`config.mk`:
```
export PLATFORM = sky130hd
export DESIGN_NAME = dual_serial_delay_code_port
export DESIGN_NICKNAME = d
export VERILOG_FILES = /design/src/verilog/delay_port_pkg.sv /design/src/verilog/dual_serial_delay_code_port.sv /design/src/verilog/pin_sync.sv /design/src/verilog/spi_frame_engine.sv
export VERILOG_INCLUDE_DIRS = /design/src /design/src/verilog
export SDC_FILE = /design/constraint.sdc
export NUM_CORES = 1
export LEC_CHECK = 0
export ABC_AREA = 1
export BUFFER_PORTS_ARGS = -buffer_cell sky130_fd_sc_hd__buf_2
export CELL_PAD_IN_SITES_DETAIL_PLACEMENT = 1
export CELL_PAD_IN_SITES_GLOBAL_PLACEMENT = 2
export CORE_ASPECT_RATIO = 0.7
export CORE_MARGIN = 1.5
export CORE_UTILIZATION = 32
export CTS_BUF_LIST = sky130_fd_sc_hd__clkbuf_4
export DETAILED_ROUTE_END_ITERATION = 7
export HOLD_SLACK_MARGIN = 0.12
export PLACE_DENSITY = 0.85
export SYNTH_ARGS = -nofsm -noshare
export SYNTH_HDL_FRONTEND = slang
export SYNTH_SLANG_ARGS = --single-unit
```
`constraint.sdc`:
```
create_clock -name clk -period 2 [get_ports clk]
set_clock_uncertainty 0.2 [all_clocks]
set_input_delay 0.1 -clock clk [delete_from_list [all_inputs] [get_ports clk]]
set_output_delay 0.1 -clock clk [all_outputs]
set_load 0.05 [all_outputs]
```
`src/verilog/delay_port_cfg.svh`:
```
`ifndef DELAY_PORT_CFG_SVH
`define DELAY_PORT_CFG_SVH

`define CODE_W 6
`define CODE_RESET 6'h00
`define COLOR_RED_SEL 2'h0
`define COLOR_GREEN_SEL 2'h1
`define COLOR_BLUE_SEL 2'h2
`define COLOR_NONE_SEL 2'h3
`define SPI_CMD_BITS 5'h08
`define SPI_FRAME_BITS 5'h10
`define SPI_FIRST_CODE_BIT 5'h0A
`define SPI_RW_BIT 7
`define I2C_ADDR_BASE 7'h38
`define I2C_LAST_BIT 3'h7
`define I2C_LAST_BYTE 2'h2
`define SYNC_STAGES 2

`endif

```
`src/verilog/delay_port_pkg.sv`:
```
`include "delay_port_cfg.svh"

package delay_port_pkg;

	typedef logic [`CODE_W-1:0] code_t;

	typedef enum logic [1:0] {
		COLOR_RED = `COLOR_RED_SEL,
		COLOR_GREEN = `COLOR_GREEN_SEL,
		COLOR_BLUE = `COLOR_BLUE_SEL,
		COLOR_NONE = `COLOR_NONE_SEL
	} color_t;

	typedef struct packed {
		code_t red;
		code_t green;
		code_t blue;
	} delay_set_t;

	typedef struct packed {
		logic valid;
		color_t sel;
		code_t code;
	} code_write_t;

	typedef enum logic [2:0] {
		I2C_IDLE = 3'h0,
		I2C_RX = 3'h1,
		I2C_ACK = 3'h3,
		I2C_TX = 3'h2,
		I2C_TX_ACK = 3'h6
	} i2c_state_t;

	// Unused select reads back zero
	function automatic code_t select_code(input delay_set_t codes, input color_t sel);
		code_t c;
		c = '0;
		unique case (sel)
			COLOR_RED: c = codes.red;
			COLOR_GREEN: c = codes.green;
			COLOR_BLUE: c = codes.blue;
			COLOR_NONE: c = '0;
		endcase
		return c;
	endfunction

	// Writes to the unused select are dropped
	function automatic delay_set_t apply_write(input delay_set_t codes, input code_write_t wr);
		delay_set_t d;
		d = codes;
		if (wr.valid) begin
			unique case (wr.sel)
				COLOR_RED: d.red = wr.code;
				COLOR_GREEN: d.green = wr.code;
				COLOR_BLUE: d.blue = wr.code;
				COLOR_NONE: d = codes;
			endcase
		end
		return d;
	endfunction

endpackage

```
`src/verilog/dual_serial_delay_code_port.sv`:
```
`timescale 1ns/1ps
`default_nettype none
`include "delay_port_cfg.svh"

module dual_serial_delay_code_port (
	input wire logic clk,
	input wire logic rst,
	input wire logic ce,
	input wire logic serial_protocol_select,
	input wire logic sck_scl,
	input wire logic sdi_addr_select_high,
	input wire logic cs_n_addr_select_low,
	input wire logic sdo_sda_in,
	output logic sdo_sda_out,
	output logic sdo_sda_oe,
	output delay_port_pkg::code_t red_channel_delay,
	output delay_port_pkg::code_t green_channel_delay,
	output delay_port_pkg::code_t blue_channel_delay
);
	// The three codes share one packed carrier; the base leaves the pin bits clear
	if (`CODE_W != 6) begin : g_bad_code_width
		$error("delay code width must be six bits");
	end
	if ((`I2C_ADDR_BASE & 7'h03) != 7'h00) begin : g_bad_addr_base
		$error("address base must leave its two pin bits clear");
	end
	if (`I2C_LAST_BYTE != 2'h2) begin : g_bad_last_byte
		$error("write sequence must end on its third byte");
	end

	// Pin order inside the synchroniser: select, clock, data/high, cs/low, sda
	logic [4:0] pins_q;
	logic [4:0] pins_prev;
	logic spi_mode;
	logic ser_clk;
	logic ser_clk_prev;
	logic sda;
	logic sda_prev;
	logic clk_rise;
	logic clk_fall;
	logic i2c_start;
	logic i2c_stop;
	logic [6:0] own_addr;

	pin_sync #(
		.W(5)
	) u_sync (
		.clk(clk),
		.rst(rst),
		.ce(ce),
		.d({serial_protocol_select, sck_scl, sdi_addr_select_high,
			cs_n_addr_select_low, sdo_sda_in}),
		.q(pins_q),
		.prev(pins_prev)
	);

	// A mode change mid-transfer drops the I2C state; SPI restarts at the next select
	assign spi_mode = pins_q[4];
	assign ser_clk = pins_q[3];
	assign ser_clk_prev = pins_prev[3];
	assign sda = pins_q[0];
	assign sda_prev = pins_prev[0];
	// Edges come from synchronised levels, so clock and data keep one latency
	assign clk_rise = ser_clk && !ser_clk_prev;
	assign clk_fall = !ser_clk && ser_clk_prev;
	// Clock high on both samples, so data moving with a clock edge is no start or stop
	assign i2c_start = ser_clk && ser_clk_prev && sda_prev && !sda;
	assign i2c_stop = ser_clk && ser_clk_prev && !sda_prev && sda;
	// Pins supply the two low address bits; the base keeps the upper five
	assign own_addr = {5'(`I2C_ADDR_BASE >> 2), pins_q[2], pins_q[1]};

	delay_port_pkg::delay_set_t delay_r;
	delay_port_pkg::delay_set_t delay_nxt;
	delay_port_pkg::code_write_t spi_wr;
	delay_port_pkg::code_write_t i2c_wr;
	logic spi_sdo;

	spi_frame_engine u_spi (
		.clk(clk),
		.rst(rst),
		.ce(ce),
		.active(spi_mode),
		.cs_n(pins_q[1]),
		.sck_rise(clk_rise),
		.sdi(pins_q[2]),
		.codes(delay_r),
		.wr(spi_wr),
		.sdo_bit(spi_sdo)
	);

	// I2C slave
	delay_port_pkg::i2c_state_t st_r;
	delay_port_pkg::i2c_state_t st_nxt;
	logic [2:0] bit_r;
	logic [2:0] bit_nxt;
	logic [7:0] sh_r;
	logic [7:0] sh_nxt;
	logic [1:0] byte_r;
	logic [1:0] byte_nxt;
	logic rw_r;
	logic rw_nxt;
	delay_port_pkg::color_t sel_r;
	delay_port_pkg::color_t sel_nxt;
	logic drive_r;
	logic drive_nxt;
	delay_port_pkg::code_write_t i2c_wr_nxt;
	delay_port_pkg::code_write_t i2c_wr_r;
	logic [7:0] rx_byte;
	logic [7:0] tx_byte;

	always_comb begin
		st_nxt = st_r;
		bit_nxt = bit_r;
		sh_nxt = sh_r;
		byte_nxt = byte_r;
		rw_nxt = rw_r;
		sel_nxt = sel_r;
		drive_nxt = drive_r;
		i2c_wr_nxt = '0;
		rx_byte = {sh_r[6:0], sda};
		// Read byte carries the code in its low six bits, upper bits zero
		tx_byte = {2'b00, delay_port_pkg::select_code(delay_r, sel_r)};
		if (spi_mode) begin
			st_nxt = delay_port_pkg::I2C_IDLE;
			drive_nxt = 1'b0;
		end else if (i2c_start) begin
			// A repeated start keeps the color select for the read phase
			st_nxt = delay_port_pkg::I2C_RX;
			bit_nxt = '0;
			byte_nxt = '0;
			drive_nxt = 1'b0;
		end else if (i2c_stop) begin
			st_nxt = delay_port_pkg::I2C_IDLE;
			drive_nxt = 1'b0;
		end else begin
			unique case (st_r)
				delay_port_pkg::I2C_IDLE: begin
					drive_nxt = 1'b0;
				end
				delay_port_pkg::I2C_RX: begin
					if (clk_rise) begin
						sh_nxt = rx_byte;
						bit_nxt = bit_r + 3'h1;
						if (bit_r == `I2C_LAST_BIT) begin
							st_nxt = delay_port_pkg::I2C_ACK;
							if (byte_r == 2'h0) begin
								rw_nxt = rx_byte[0];
								if (rx_byte[7:1] != own_addr) begin
									st_nxt = delay_port_pkg::I2C_IDLE;
								end
							end else if (byte_r == 2'h1) begin
								sel_nxt = delay_port_pkg::color_t'(rx_byte[1:0]);
							end else begin
								i2c_wr_nxt.valid = 1'b1;
								i2c_wr_nxt.sel = sel_r;
								i2c_wr_nxt.code = rx_byte[`CODE_W-1:0];
							end
						end
					end
				end
				delay_port_pkg::I2C_ACK: begin
					if (clk_fall) begin
						// The pull lands about four clocks after the fall; the low phase must be longer
						if (!drive_r) begin
							drive_nxt = 1'b1;
						end else begin
							// Bytes past the third keep writing the same register
							byte_nxt = (byte_r == `I2C_LAST_BYTE) ? byte_r : byte_r + 2'h1;
							bit_nxt = '0;
							if (rw_r) begin
								st_nxt = delay_port_pkg::I2C_TX;
								sh_nxt = tx_byte;
								drive_nxt = !tx_byte[7];
							end else begin
								st_nxt = delay_port_pkg::I2C_RX;
								drive_nxt = 1'b0;
							end
						end
					end
				end
				delay_port_pkg::I2C_TX: begin
					if (clk_rise) begin
						bit_nxt = bit_r + 3'h1;
						if (bit_r == `I2C_LAST_BIT) begin
							st_nxt = delay_port_pkg::I2C_TX_ACK;
						end
					end else if (clk_fall) begin
						sh_nxt = {sh_r[6:0], 1'b0};
						drive_nxt = !sh_r[6];
					end
				end
				delay_port_pkg::I2C_TX_ACK: begin
					// Release for the master's acknowledge, then wait for stop
					if (clk_fall) begin
						drive_nxt = 1'b0;
					end else if (clk_rise) begin
						st_nxt = delay_port_pkg::I2C_IDLE;
					end
				end
				default: begin
					st_nxt = delay_port_pkg::I2C_IDLE;
					drive_nxt = 1'b0;
				end
			endcase
		end
		if (!ce) begin
			st_nxt = st_r;
			bit_nxt = bit_r;
			sh_nxt = sh_r;
			byte_nxt = byte_r;
			rw_nxt = rw_r;
			sel_nxt = sel_r;
			drive_nxt = drive_r;
			i2c_wr_nxt = '0;
		end
	end

	always_ff @(posedge clk) begin
		if (rst) begin
			st_r <= delay_port_pkg::I2C_IDLE;
			bit_r <= '0;
			sh_r <= '0;
			byte_r <= '0;
			rw_r <= 1'b0;
			sel_r <= delay_port_pkg::COLOR_RED;
			drive_r <= 1'b0;
			i2c_wr_r <= '0;
		end else begin
			st_r <= st_nxt;
			bit_r <= bit_nxt;
			sh_r <= sh_nxt;
			byte_r <= byte_nxt;
			rw_r <= rw_nxt;
			sel_r <= sel_nxt;
			drive_r <= drive_nxt;
			i2c_wr_r <= i2c_wr_nxt;
		end
	end

	assign i2c_wr = i2c_wr_r;

	// Delay code registers and the shared data pin
	// Only one protocol is live at a time, so the two write ports never collide
	logic pin_out_nxt;
	logic pin_oe_nxt;
	logic pin_out_r;
	logic pin_oe_r;

	always_comb begin
		delay_nxt = delay_r;
		pin_out_nxt = pin_out_r;
		pin_oe_nxt = pin_oe_r;
		if (ce) begin
			delay_nxt = delay_port_pkg::apply_write(delay_r, spi_wr);
			delay_nxt = delay_port_pkg::apply_write(delay_nxt, i2c_wr);
			if (spi_mode) begin
				pin_out_nxt = spi_sdo;
				pin_oe_nxt = !pins_q[1];
			end else begin
				// Open drain: only ever pulls low
				pin_out_nxt = 1'b0;
				pin_oe_nxt = drive_r;
			end
		end
	end

	always_ff @(posedge clk) begin
		if (rst) begin
			delay_r <= {`CODE_RESET, `CODE_RESET, `CODE_RESET};
			pin_out_r <= 1'b0;
			pin_oe_r <= 1'b0;
		end else begin
			delay_r <= delay_nxt;
			pin_out_r <= pin_out_nxt;
			pin_oe_r <= pin_oe_nxt;
		end
	end

	assign sdo_sda_out = pin_out_r;
	assign sdo_sda_oe = pin_oe_r;
	assign red_channel_delay = delay_r.red;
	assign green_channel_delay = delay_r.green;
	assign blue_channel_delay = delay_r.blue;
endmodule // dual_serial_delay_code_port

`default_nettype wire

```
`src/verilog/pin_sync.sv`:
```
`timescale 1ns/1ps
`default_nettype none

// Two-stage synchroniser; prev is a third stage for edge finding
module pin_sync #(
	parameter int W = 1
) (
	input wire logic clk,
	input wire logic rst,
	input wire logic ce,
	input wire logic [W-1:0] d,
	output logic [W-1:0] q,
	output logic [W-1:0] prev
);
	logic [W-1:0] meta_r;
	logic [W-1:0] meta_nxt;
	logic [W-1:0] q_r;
	logic [W-1:0] q_nxt;
	logic [W-1:0] prev_r;
	logic [W-1:0] prev_nxt;

	// A zero-width synchroniser has nothing to carry
	if (W < 1) begin : g_bad_width
		$error("pin_sync width must be at least 1");
	end

	always_comb begin
		meta_nxt = ce ? d : meta_r;
		q_nxt = ce ? meta_r : q_r;
		prev_nxt = ce ? q_r : prev_r;
	end

	always_ff @(posedge clk) begin
		if (rst) begin
			meta_r <= '0;
			q_r <= '0;
			prev_r <= '0;
		end else begin
			meta_r <= meta_nxt;
			q_r <= q_nxt;
			prev_r <= prev_nxt;
		end
	end

	assign q = q_r;
	assign prev = prev_r;
endmodule // pin_sync

`default_nettype wire

```
`src/verilog/spi_frame_engine.sv`:
```
`timescale 1ns/1ps
`default_nettype none
`include "delay_port_cfg.svh"

module spi_frame_engine (
	input wire logic clk,
	input wire logic rst,
	input wire logic ce,
	input wire logic active,
	input wire logic cs_n,
	input wire logic sck_rise,
	input wire logic sdi,
	input wire delay_port_pkg::delay_set_t codes,
	output delay_port_pkg::code_write_t wr,
	output logic sdo_bit
);
	logic [4:0] cnt_r;
	logic [4:0] cnt_nxt;
	logic [7:0] sh_r;
	logic [7:0] sh_nxt;
	logic [7:0] cmd_r;
	logic [7:0] cmd_nxt;
	logic sdo_r;
	logic sdo_nxt;
	delay_port_pkg::code_write_t wr_r;
	delay_port_pkg::code_write_t wr_nxt;
	delay_port_pkg::code_t rd_code;

	always_comb begin
		cnt_nxt = cnt_r;
		sh_nxt = sh_r;
		cmd_nxt = cmd_r;
		sdo_nxt = sdo_r;
		wr_nxt = '0;
		rd_code = '0;
		if (!active || cs_n) begin
			// Frame ends with chip select; a short frame leaves nothing behind
			cnt_nxt = '0;
			sdo_nxt = 1'b0;
		end else if (sck_rise && cnt_r != `SPI_FRAME_BITS) begin
			sh_nxt = {sh_r[6:0], sdi};
			cnt_nxt = cnt_r + 5'h01;
			if (cnt_nxt == `SPI_CMD_BITS) begin
				cmd_nxt = sh_nxt;
			end
			if (cnt_nxt == `SPI_FRAME_BITS && !cmd_r[`SPI_RW_BIT]) begin
				wr_nxt.valid = 1'b1;
				wr_nxt.sel = delay_port_pkg::color_t'(cmd_r[1:0]);
				wr_nxt.code = sh_nxt[`CODE_W-1:0];
			end
			// Bit for the next rising edge; two leading data bits are don't-care
			rd_code = delay_port_pkg::select_code(codes, delay_port_pkg::color_t'(cmd_nxt[1:0]));
			if (cmd_nxt[`SPI_RW_BIT] && cnt_nxt >= `SPI_FIRST_CODE_BIT
				&& cnt_nxt < `SPI_FRAME_BITS) begin
				sdo_nxt = rd_code[3'(`SPI_FRAME_BITS - 5'h01 - cnt_nxt)];
			end else begin
				sdo_nxt = 1'b0;
			end
		end
		if (!ce) begin
			cnt_nxt = cnt_r;
			sh_nxt = sh_r;
			cmd_nxt = cmd_r;
			sdo_nxt = sdo_r;
			wr_nxt = '0;
		end
	end

	always_ff @(posedge clk) begin
		if (rst) begin
			cnt_r <= '0;
			sh_r <= '0;
			cmd_r <= '0;
			sdo_r <= 1'b0;
			wr_r <= '0;
		end else begin
			cnt_r <= cnt_nxt;
			sh_r <= sh_nxt;
			cmd_r <= cmd_nxt;
			sdo_r <= sdo_nxt;
			wr_r <= wr_nxt;
		end
	end

	assign wr = wr_r;
	assign sdo_bit = sdo_r;
endmodule // spi_frame_engine

`default_nettype wire
```
; Word level (Yosys, flattened, before mapping)
; Cells that the tools add are included.
[word_totals]
n_memories = 0
in_bits = 8
elab_cells = 204
rom_bits = 0
latch_bits = 0
mem_bits_rw = 0
ff_bits = 87
output_inout_bits = 20
[classes]
n_reduce_logical = 46
bitwise = 11
n_mux = 70
n_mul = 0
magnitude_cmp = 3
addsub = 4
shift = 0
n_div = 0
eq_ne = 45
[op_table]
columns = op, n
row1 = 2-to-1 mux 3 bit, 16
row2 = 2-to-1 mux 6 bit, 8
row3 = case mux 6 bit (4 select lines), 2
row4 = 2-to-1 mux 7 bit, 6
row5 = 2-to-1 mux 18 bit, 2
row6 = != test 5 x 4 -> 1 bit (second input constant), 7
row7 = 2-to-1 mux 8 bit, 3
row8 = case mux 7 bit (3 select lines), 1
row9 = 2-to-1 mux 2 bit, 9
row10 = 2-to-1 mux 9 bit, 2
row11 = 2-to-1 mux 1 bit, 15
row12 = != test 5 x 3 -> 1 bit (second input constant), 3
row13 = case mux 3 bit (5 select lines), 1
row14 = equality test 2 bit (second input constant), 7
row15 = != test 2 bit (second input constant), 7
row16 = AND reduction 7 bit, 2
row17 = logical AND 1 bit, 11
row18 = NOT 1 bit, 11
row19 = AND reduction 11 bit, 1
row20 = equality test 2 x 1 -> 1 bit (second input constant), 5
row21 = zero test 2 bit, 5
row22 = 2-to-1 mux 5 bit, 2
row23 = != test 5 bit (second input constant), 2
row24 = AND reduction 10 bit, 1
row25 = 35 further kinds, 50

; Logic depth before layout (Yosys ltp)
; Gate-level depths: netlist (run 1).
[depth]
depth_word = 14
ltp_mapped = 16
ltp_nobuf = 16

; Cells and area by module
; Synthesis (run 1) repeated with hierarchy kept, for this count alone.
[hier_totals]
cells_unflattened = 673
hier_area_um2 = 4586.9
[modules_own_cells]
columns = module, area_each_um2, instances, cells_per_inst, seq_area_each_um2
row1 = dual_serial_delay_code_port, 2643.8, 1, 394, 960.9
row2 = spi_frame_engine, 1308.8, 1, 184, 500.5
row3 = pin_sync, 634.4, 1, 95, 300.3

; Worst setup path before layout (run 1)
; No wires, ideal clock.
[synth_timing]
kind = flip-flop to flip-flop
from = register u_spi.cnt_r[1]
to = register u_spi.sdo_r, in the netlist u_spi.sdo_bit
synth_period_minus_slack_ns = 2.069
stages_incl_launch_ff = 16
required_time_ns = 1.668
n_path_buf = 1
setup_slack_ns = -0.069
t_arrival_ns = 1.737
setup_ns = 0.132
cell_sequence = dfxtp_1 -> ha_1 -> inv_1 -> nand2_1 -> nand2_4 -> nor2_8 -> nand3_4 -> nand2_4 -> nand2_4 -> buf_6 -> nand2_1 -> nand3_1 -> nand3_1 -> nand3_1 -> nand4_1 -> a21oi_1
[synth_between]
elab_chain_cells = 14
word_cells_on_any_way = 26
cone_classes = 2 x add/sub / 2 x order compare / 5 x eq/ne / 11 x mux / 6 x reduce/logical
[synth_lines]
columns = item, line
row1 = from (decl), spi_frame_engine.sv:17  ; logic [4:0] cnt_r;
row2 = from (signal assigned), spi_frame_engine.sv:77  ; cnt_r <= cnt_nxt;
row3 = adder 5 x 1 -> 5 bit, spi_frame_engine.sv:42  ; cnt_nxt = cnt_r + 5'h01;
row4 = equality test 5 x 4 -> 1 bit (no source line), --
row5 = 2-to-1 mux 8 bit, spi_frame_engine.sv:43  ; if (cnt_nxt == `SPI_CMD_BITS) begin
row6 = 2-to-1 mux 8 bit, spi_frame_engine.sv:40  ; end else if (sck_rise && cnt_r != `SPI_FRAME_BITS) begin
row7 = 2-to-1 mux 8 bit, spi_frame_engine.sv:36  ; if (!active || cs_n) begin
row8 = "equality test 2 bit, or another cell as far along", delay_port_pkg.sv:38  ; unique case (sel)
row9 = case mux 6 bit (4 select lines), delay_port_pkg.sv:38
row10 = 2-to-1 mux 6 bit, spi_frame_engine.sv:40
row11 = 2-to-1 mux 6 bit, spi_frame_engine.sv:36
row12 = binary-select mux 1 bit (select 3 bit), spi_frame_engine.sv:55  ; sdo_nxt = rd_code[3'(`SPI_FRAME_BITS - 5'h01 - cnt_nxt)];
row13 = 2-to-1 mux 1 bit, spi_frame_engine.sv:55
row14 = 2-to-1 mux 1 bit, spi_frame_engine.sv:53  ; if (cmd_nxt[`SPI_RW_BIT] && cnt_nxt >= `SPI_FIRST_CODE_BIT
row15 = 2-to-1 mux 1 bit, spi_frame_engine.sv:40
row16 = 2-to-1 mux 1 bit, spi_frame_engine.sv:36
row17 = to (signal assigned), spi_frame_engine.sv:80  ; sdo_r <= sdo_nxt;
row18 = to (decl), spi_frame_engine.sv:23  ; logic sdo_r;
; Parallel ways exist; a longest one is shown, timed or not. The select of a mux whose other input is x is not followed.
; A chain may end at the register's enable or synchronous reset.

; Final worst setup path (run 1)
[layout_timing]
from = register u_spi.cnt_r[0]
to = register u_spi.sdo_r, in the netlist u_spi.sdo_bit
; Same word-level chain as after synthesis.

==> results of run 1 <==
-- final cells by class --
| cell class | instances | area [um^2] |
|---|---|---|
| timing repair buffer | 120 | 970 |
| tap | 162 | 203 |
| multi-input combinational | 382 | 2350 |
| clock inverter | 7 | 105 |
| sequential | 85 | 1740 |
| fill | 1565 | 6820 |
| inverter | 99 | 384 |
| clock buffer | 9 | 67.6 |
-- worst max path at each step --
stage / start / endpoint / slack [ns] / cells after the start
after floorplan: u_spi.cnt_r[1] / u_spi.sdo_bit / -0.007 / 15
after global placement: u_spi.cnt_r[0] / u_spi.sdo_bit / -0.04 / 15
after detailed placement: u_spi.cnt_r[0] / u_spi.sdo_bit / -0.15 / 15
after CTS: u_spi.cnt_r[0] / u_spi.sdo_bit / -0.04 / 15
after global routing: u_spi.cnt_r[0] / u_spi.sdo_bit / -0.25 / 12
final: u_spi.cnt_r[0] / u_spi.sdo_bit / -0.12 / 14
-- flip-flops by register name (all words and copies together) (netlist names) --
name / count
u_sync.prev: 2
sdo_sda_out: 1
blue_channel_delay: 6
u_spi.sh_r: 7
u_spi.sdo_bit: 1
bit_r: 3
u_sync.q: 5
green_channel_delay: 6
drive_r: 1
u_spi.cmd_r: 3
sdo_sda_oe: 1
u_spi.wr: 9
red_channel_delay: 6
u_spi.cnt_r: 5
i2c_wr: 9
rw_r: 1
sh_r: 7
st_r: 3
byte_r: 2
u_sync.meta_r: 5
sel_r: 2
-- stage by stage --
stage	area, um^2	instances	total power (W)
final	5810	864	0.00343
after global routing	5810	864	0.00356
after CTS	5390	847	0.00338
after detailed placement	4810	800	0.00210
after global placement	4810	800	0.00209
after floorplan	4220	587	0.00199
-- where the power goes --
group / total (W) / internal [W] / switching [W] / leakage [nW]
clock network: 0.00122 / 0.000526 / 0.000696 / 0.0891
registers: 0.00177 / 0.00173 / 0.0000393 / 0.696
logic: 0.000434 / 0.000185 / 0.000248 / 1.53
-- critical path, stage by stage, from the launching register on --
cell and delay (ns):
dfxtp_4 0.40, buf_6 0.11, ha_1 0.16, inv_2 0.07, nor2_8 0.17, nand4_4 0.21, buf_12 0.19, nand2_8 0.07
nand3_2 0.08, nand3_2 0.08, nand2_1 0.05, nand2_1 0.06, nand2_1 0.04, nand4_1 0.06, a21oi_1 0.07
-- cells in the final DEF (no fill, tap or decap), drive strengths merged, types with 2 or more instances in the layout --
cell type	Yosys	layout
a31oi	2	2
o211ai	4	4
bufinv	0	2
nor2	60	60
ha	8	8
dlygate4sd3	0	28
a211oi	9	9
a21oi	65	65
o21ai	90	90
nand4	9	9
o41ai	2	2
nand3	33	33
buf	8	92
dfxtp	85	85
clkbuf	14	9
o22ai	4	4
nand2	78	79
nor3	10	10
inv	97	100
o2111ai	2	2
clkinv	2	3
-- layer usage --
metal | track usage, % | vias up
met3 | 4.71 | 18
met5 | 0 | -
li1 | - | 2166
met2 | 33.8 | 106
met1 | 32.3 | 2155
met4 | 5.26 | 0
-- kinds of logic after synthesis --
family | share of synthesized area [%]
DFF | 40.4
adders and majority gates | 2.37
AOI/OAI and AO/OA | 23.1
and+or+nand+nor | 22.6
buffers and inverters | 11.3
xor gates and xnor gates | 0.208
-- timing repair --
action                                  4_1_cts  5_1_grt
gates cloned                                  1        0
setup buffers                                 5       14
endpoints found under the setup margin       29       49
hold buffers                                 25        3
hold endpoints to repair                     41       10
pin swaps                                     8       38
resized for setup                            34       94
==> metrics.txt, run 1 <==
Hold Path Sink=red_channel_delay[2]; Max Fclk=472 MHz; Initial DRT Pass Iterations=5; fraction of layout instances using a drive strength above 1=30.5%; WS Path Type=flop to flop; Worst-Margin Slew=0.843 ns; HP Class=input port to flop; synth top area cells=dfxtp_1 (40%), o21ai_0 (10%), inv_1 (7.9%); Final Max Tran Viols=0; Initial DRC Count=193; starting density of the core=33.4%; Synth top area share=40.4%; CTS buffer count=9; synth warn=0; die area=13900 um^2; met3 WL=844 um; cells on worst reg2reg path=14; post-route ant nets=0; Ports=28; wl on met1=7670 um; final setup violation count=1; clk_lat worst skew=0.46 ns; clock tree from TritonCTS=done; CP Launch Type=flop; min Tclk post-route=2.12 ns; leading area contributor after synthesis=dfxtp_1; Mapped Cells=587; drt via density=5.14; final wirelength=15800 um; Core ar.=12600 um^2; Period Utilization, post-route=106%; Post-synth EDFFs=0; largest net degree at the start of global routing=35; syn_area_per_cell=7.18 um^2; RSZ-0062 raised after global routing=true; number of remaining DRC errors=0; mapped cell area=4220 um^2; Leak Pwr=2.32 nW; ANT cells=0; Worst Path Required=2.17 ns; worst r2r src=u_spi.cnt_r[0]; grt total ovfl=0; vias after detailed routing=4445; Hold Violations, Final=0; post-layout util=46.0%; Port Buf Inserts=27; Root Buffer=clkbuf_4; # rows=34; metal2 WL=7080 um; slew margin rel.=43.6%; Top Layer Used=met4; Seq/Total Area, Yosys=40.4%; first-pass GRT wire length=23900 um; Async S/R FF share, synth=0%; clk slew on worst S/H paths=0.16 ns; Die Wd=140 um; Top FF cell, synth=dfxtp_1; clock tree buffer depth=2; Critical Path Sink Type=flop; # clock sinks=85; nets=713; total track usage=22.3%; P&R area growth vs syn=37.8%; Placement Setup Slack=-0.153 ns; R2R Setup Slk=-0.12 ns; synth unique cells=39; status=complete, but fails checks; vias in the first global route=4419; Pwr Density=590 nW/um^2; Setup TNS=-0.117 ns; H-tree levels=3; hold path cells=5; RR Endpoint=u_spi.sdo_bit; max-cap violations=0; worst-path fanout max=6; violations in the final reports=negative setup slack; Hold WS=0.145 ns; top post-synthesis cells by count=inv_1 (89), o21ai_0 (86), dfxtp_1 (85); most frequent cell after synthesis=inv_1; DR WL/cell=18.3 um; Placer Congestion=0.896; synthesized flop and latch total=85; Die Y-Extent=99.0 um; syn_nets=603; Post-DP HPWL=10700 um; Hold Startpoint=ce; fin worst setup slack=-0.117 ns; initial antenna violation count=0; Critical Path AT=2.29 ns; worst vdd ir=0.000335 V
No activity file was read; power rests on OpenSTA's default activity.
==> inputs of run 2 (changes only) <==
Settings changed: CORE_UTILIZATION 32 to 30, PLACE_DENSITY 0.85 to 0.81.
==> metrics.txt, run 2 (synthesis results as in run 1) <==
# clock sinks=85 (unchanged); first-pass GRT wire length=23400 um (-2.2%); Ports=28 (unchanged); drt via density=4.94 (-4.0%); Period Utilization, post-route=105% (-0.71 points); Die Y-Extent=102 um (+3.2%); RSZ-0062 raised after global routing=true; Initial DRC Count=240 (+24%); max-cap violations=0 (unchanged); CP Cell Sequence=ha_4 -> buf_6 -> nand2_4 -> nand2_4 -> nor2_8 -> nand3_4 -> nand2_8 -> nand2_4 -> nand2_1 -> nand3_1 -> nand3_1 -> nand3_1 -> nand4_1 -> a21oi_1; fraction of layout instances using a drive strength above 1=29.1% (-1.3 points); starting density of the core=30.5% (-2.9 points); Core ar.=13800 um^2 (+9.4%); min Tclk post-route=2.10 ns (-0.0143 ns); HP Class=flop to flop; worst r2r src=u_spi.cnt_r[0]; Initial DRT Pass Iterations=5 (unchanged); clk slew on worst S/H paths=0.16 ns (about the same); Hold Startpoint=sh_r[5]; Hold Violations, Final=0 (unchanged); vias in the first global route=4310 (-2.5%); power share of the combinational group=12.7% (about the same); Pint=0.00220 W (-9.9%); post-layout util=40.6% (-5.4 points); clock tree from TritonCTS=done; vias after detailed routing=4361 (-1.9%); slew margin rel.=75.5% (+32 points); nets=704 (-1.3%); Worst Path Required=2.18 ns (about the same); WS Path Type=flop to flop; worst-path fanout max=6 (unchanged); largest net degree at the start of global routing=31 (-11%); multi-input logic area=2300 um^2 (-1.9%); H-tree levels=3 (unchanged); violations in the final reports=negative setup slack; Critical Path Start=u_spi.cnt_r[0]; Pwr Density=559 nW/um^2 (-5.2%); share of power burned in registers=56.4% (+4.7 points); Placement Setup Slack=-0.184 ns (-0.0309 ns); clock share of power=30.9% (-4.8 points); total track usage=21.0% (-1.3 points); die area=14800 um^2 (+6.5%); number of remaining DRC errors=0 (unchanged); Root Buffer=clkbuf_4; Max Fclk=476 MHz (+0.68%); Port Buf Inserts=27 (unchanged); grt total ovfl=0 (unchanged); Critical Path Sink Type=flop; clock tree buffer depth=2 (unchanged); ANT cells=0 (unchanged); Placer Congestion=0.900 (+0.54%); Leak Pwr=2.25 nW (-3.0%); final wirelength=15200 um (-4.0%); Layout fillers=1737 (+11%); status=complete, but fails checks; Critical Path AT=2.28 ns (about the same); Register Area=1720 um^2 (-0.72%); Final Max Tran Viols=0 (unchanged); # rows=36 (+5.9%); Switch Pwr=0.000939 W (-4.5%); DR WL/cell=17.2 um (-6.1%); clk_lat worst skew=0.46 ns (about the same); Die Wd=145 um (+3.2%); worst vdd ir=0.000320 V (-4.5%); sw frac=29.9% (+1.2 points); Worst-Margin Slew=0.364 ns (-0.479 ns); CP Launch Type=flop; CP max-delay cell=dfxtp_4; final setup violation count=5 (+4); most frequent cells in the layout=inv_1 (76), o21ai_0 (76), dfxtp_1 (73); initial antenna violation count=0 (unchanged); post-route ant nets=0 (unchanged); P&R area growth vs syn=33.3%; CTS buffer count=9 (unchanged); largest stage delay on the critical path=0.39 ns (about the same); Post-DP HPWL=11000 um (+3.2%); fin worst setup slack=-0.102 ns (+0.0143 ns)
run 2: changes by cell type in the layout (fill, tap and decap cells not counted), sizes merged:
cell | previous run | this run
inv | 100 | 99
buf | 92 | 97
bufinv | 2 | 0
dlygate4sd3 | 28 | 12
clkbuf | 9 | 12
nand2 | 79 | 80
clkinv | 3 | 4
run 2: power groups by stage:
stage	clock [W]	combinational, W	sequential (W)
after floorplan	0	0.000186	0.00180
after global placement	0	0.000305	0.00180
final	0.000972	0.000398	0.00177
after detailed placement	0	0.000310	0.00180
after CTS	0.00100	0.000370	0.00177
after global routing	0.00107	0.000437	0.00178
run 2: final timing paths:
check | endpoint | slack, ns | depth (start not counted)
worst min-delay path | sh_r[5] | 0.28 | 2
worst max-delay path | u_spi.sdo_bit | -0.10 | 14
worst max register to register | u_spi.sdo_bit | -0.10 | 14
worst min register to register | sh_r[5] | 0.28 | 2
run 2: critical path, delay by kind of cell (launching register included):
kind / cells / cell delay (ns)
DFF: 1 / 0.39
adders and majority gates: 1 / 0.17
and+or+nand+nor: 11 / 1.11
buffers and inverters: 1 / 0.11
AOI/OAI and AO/OA: 1 / 0.06
run 2: layout make-up:
cell class	count	share of cell area, %
inverters	99	6.88
well taps	190	4.23
flip-flops and latches	85	30.7
repair buffers	110	15.0
multi-input cells	383	41.0
clock buffers	11	1.47
clock inverters	5	0.802
run 2: through the flow:
step	hold slack, ns	setup TNS [ns]	cells	instance area (um^2)	total power, W
5_1_grt	0.309	-1.79	883	5620	0.00329
2_1_floorplan	0.0349	-0.00680	587	4220	0.00199
6_report	0.281	-0.152	883	5620	0.00314
3_5_place_dp	0.133	-1.57	832	4880	0.00211
3_3_place_gp	0.123	-0.442	832	4880	0.00211
4_1_cts	0.276	-0.254	874	5380	0.00314
run 2: metal layers:
| metal | track usage [%] | vias to the layer above | wire length (um) |
|---|---|---|---|
| li1 | - | 2155 | - |
| met1 | 30.6 | 2119 | 7700 |
| met2 | 32.2 | 77 | 6690 |
| met3 | 4.17 | 10 | 632 |
| met4 | 4.43 | 0 | 129 |
| met5 | 0 | - | 0 |
run 2: repair_timing:
| item | CTS | global route |
|---|---|---|
| hold endpoints to repair | 44 | 0 |
| hold buffers | 12 | 0 |
| resized for setup | 41 | 61 |
| setup buffers | 10 | 10 |
| pin swaps | 22 | 28 |
| setup endpoints to repair | 31 | 47 |
| cloned | 4 | 0 |
==> inputs of run 3 (changes only) <==
Settings changed: BUFFER_PORTS_ARGS -buffer_cell sky130_fd_sc_hd__buf_2 to not set, DONT_BUFFER_PORTS set to 1, PLACE_DENSITY 0.81 to 0.78.
==> metrics.txt, run 3 (synthesis results as in run 1) <==
Max Fclk=483 MHz (+1.5%); Setup TNS=-0.128 ns (+0.0232 ns); Core ar.=13800 um^2 (unchanged); final wirelength=15900 um (+4.8%); ANT cells=0 (unchanged); starting density of the core=30.5% (unchanged); Initial DRT Pass Iterations=4 (-1); Initial DRC Count=257 (+7.1%); Hold Violations, Final=0 (unchanged); largest net degree at the start of global routing=23 (-26%); CTS buffer count=9 (unchanged); Critical Path Start=u_spi.cnt_r[0]; WS Path Type=flop to flop; drt via density=4.97 (+0.67%); Period Utilization, post-route=104% (-1.6 points); worst-path fanout max=6 (unchanged); max-cap violations=0 (unchanged); final setup violation count=4 (-1); Port Buf Inserts=0 (-100%); nets=714 (+1.4%); CP Launch Type=flop; H-tree levels=3 (unchanged); post-layout util=42.3% (+1.6 points); grt total ovfl=0 (unchanged); Hold WS=0.137 ns (-0.144 ns); Final Max Tran Viols=0 (unchanged); clk slew on worst S/H paths=0.15 ns (about the same); P&R area growth vs syn=38.6%; DR WL/cell=17.8 um (+3.7%); fraction of layout instances using a drive strength above 1=27.7% (-1.4 points); Ports=28 (unchanged); min Tclk post-route=2.07 ns (-0.0318 ns); post-route ant nets=0 (unchanged); R2R Setup Slk=-0.07 ns (+0.03 ns); total track usage=21.6% (+0.62 points); number of remaining DRC errors=0 (unchanged); clock tree from TritonCTS=done; worst r2r src=u_spi.cnt_r[0]; violations in the final reports=negative setup slack; Root Buffer=clkbuf_4; slew margin rel.=53.9% (-22 points); commonest non-fill, non-tap cell in the layout=inv_1; Hold Startpoint=rst; die area=14800 um^2 (unchanged); Critical Path Sink Type=flop; Die Wd=145 um (unchanged); first-pass GRT wire length=24100 um (+3.2%); clock tree buffer depth=2 (unchanged); clk_lat worst skew=0.43 ns (-0.03 ns); Worst Path Required=2.18 ns (about the same); status=complete, but fails checks; vias after detailed routing=4440 (+1.8%); Worst-Margin Slew=0.689 ns (+0.325 ns); vias in the first global route=4509 (+4.6%); Pwr Density=558 nW/um^2 (-0.16%); HP Class=input port to flop; fin worst setup slack=-0.0705 ns (+0.0318 ns); # clock sinks=85 (unchanged); initial antenna violation count=0 (unchanged); # rows=36 (unchanged); Die Y-Extent=102 um (unchanged); RSZ-0062 raised after global routing=true; Post-DP HPWL=10800 um (-2.3%); worst vdd ir=0.000301 V (-5.9%); Placer Congestion=0.862 (-4.2%); Leak Pwr=2.32 nW (+3.1%); most frequent cells in the layout=inv_1 (79), buf_4 (74), dfxtp_1 (70); Critical Path AT=2.25 ns (-0.03 ns)
[run 3: cell types whose count changed in the layout (fill, tap and decap cells not counted), sizes merged]
cell         previous run  this run
bufinv                  0         1
inv                    99       100
buf                    97        86
dlygate4sd3            12        33
clkinvlp                1         0
clkbuf                 12        10
clkinv                  4         5
[run 3: path summary, 6_finish.rpt]
path	cells past startpoint	endpoint
max reg2reg	14	u_spi.sdo_bit
max	14	u_spi.sdo_bit
min	3	sdo_sda_oe
min reg2reg	2	u_spi.wr[5]
[run 3: through the flow]
step	setup slack, ns	cell area (um^2)	total power [W]	instances
final	-0.0705	5850	0.00326	893
after global routing	-0.209	5850	0.00341	893
after CTS	-0.129	5530	0.00323	881
after detailed placement	-0.199	4850	0.00207	820
after global placement	-0.0839	4850	0.00206	820
after floorplan	-0.00680	4220	0.00199	587
[run 3: where the power goes]
part / switching (W) / internal, W / total (W)
clock: 0.000664 / 0.000400 / 0.00106
sequential: 0.0000376 / 0.00173 / 0.00177
combinational: 0.000241 / 0.000186 / 0.000427
[run 3: repair_timing]
action                                  in CTS  in global routing
gates cloned                                 2                  1
gates resized for setup                     30                 83
pin swaps                                   18                 25
endpoints found under the setup margin      25                 55
hold buffers                                37                  2
setup buffers                                6                 14
hold endpoints to repair                    85                 25
[run 3: critical path, cell delays in order (launching register included)]
cell     delay, ns
dfxtp_4       0.40
ha_4          0.17
buf_6         0.11
nand2_4       0.05
nand2_4       0.06
nor2_8        0.14
nand4_4       0.15
buf_6         0.16
nand2_4       0.08
nand2_1       0.06
nand2_1       0.07
nand3_1       0.06
nand3_1       0.08
nand4_1       0.09
a21oi_1       0.13
[run 3: metal layers]
layer | vias up | share of wire [%] | GRT usage [%]
li1 | 2176 | - | -
met4 | 0 | 1.3 | 5.44
met3 | 16 | 4.2 | 3.23
met2 | 80 | 46 | 34.7
met5 | - | 0 | 0
met1 | 2168 | 49 | 30.7
[run 3: area by class of cell]
type / count / area (um^2)
fill: 1740 / 7980
multi-input combinational: 383 / 2260
sequential: 85 / 1740
timing repair buffer: 120 / 1080
inverter: 99 / 382
tap: 190 / 238
clock inverter: 7 / 80.1
clock buffer: 9 / 67.6
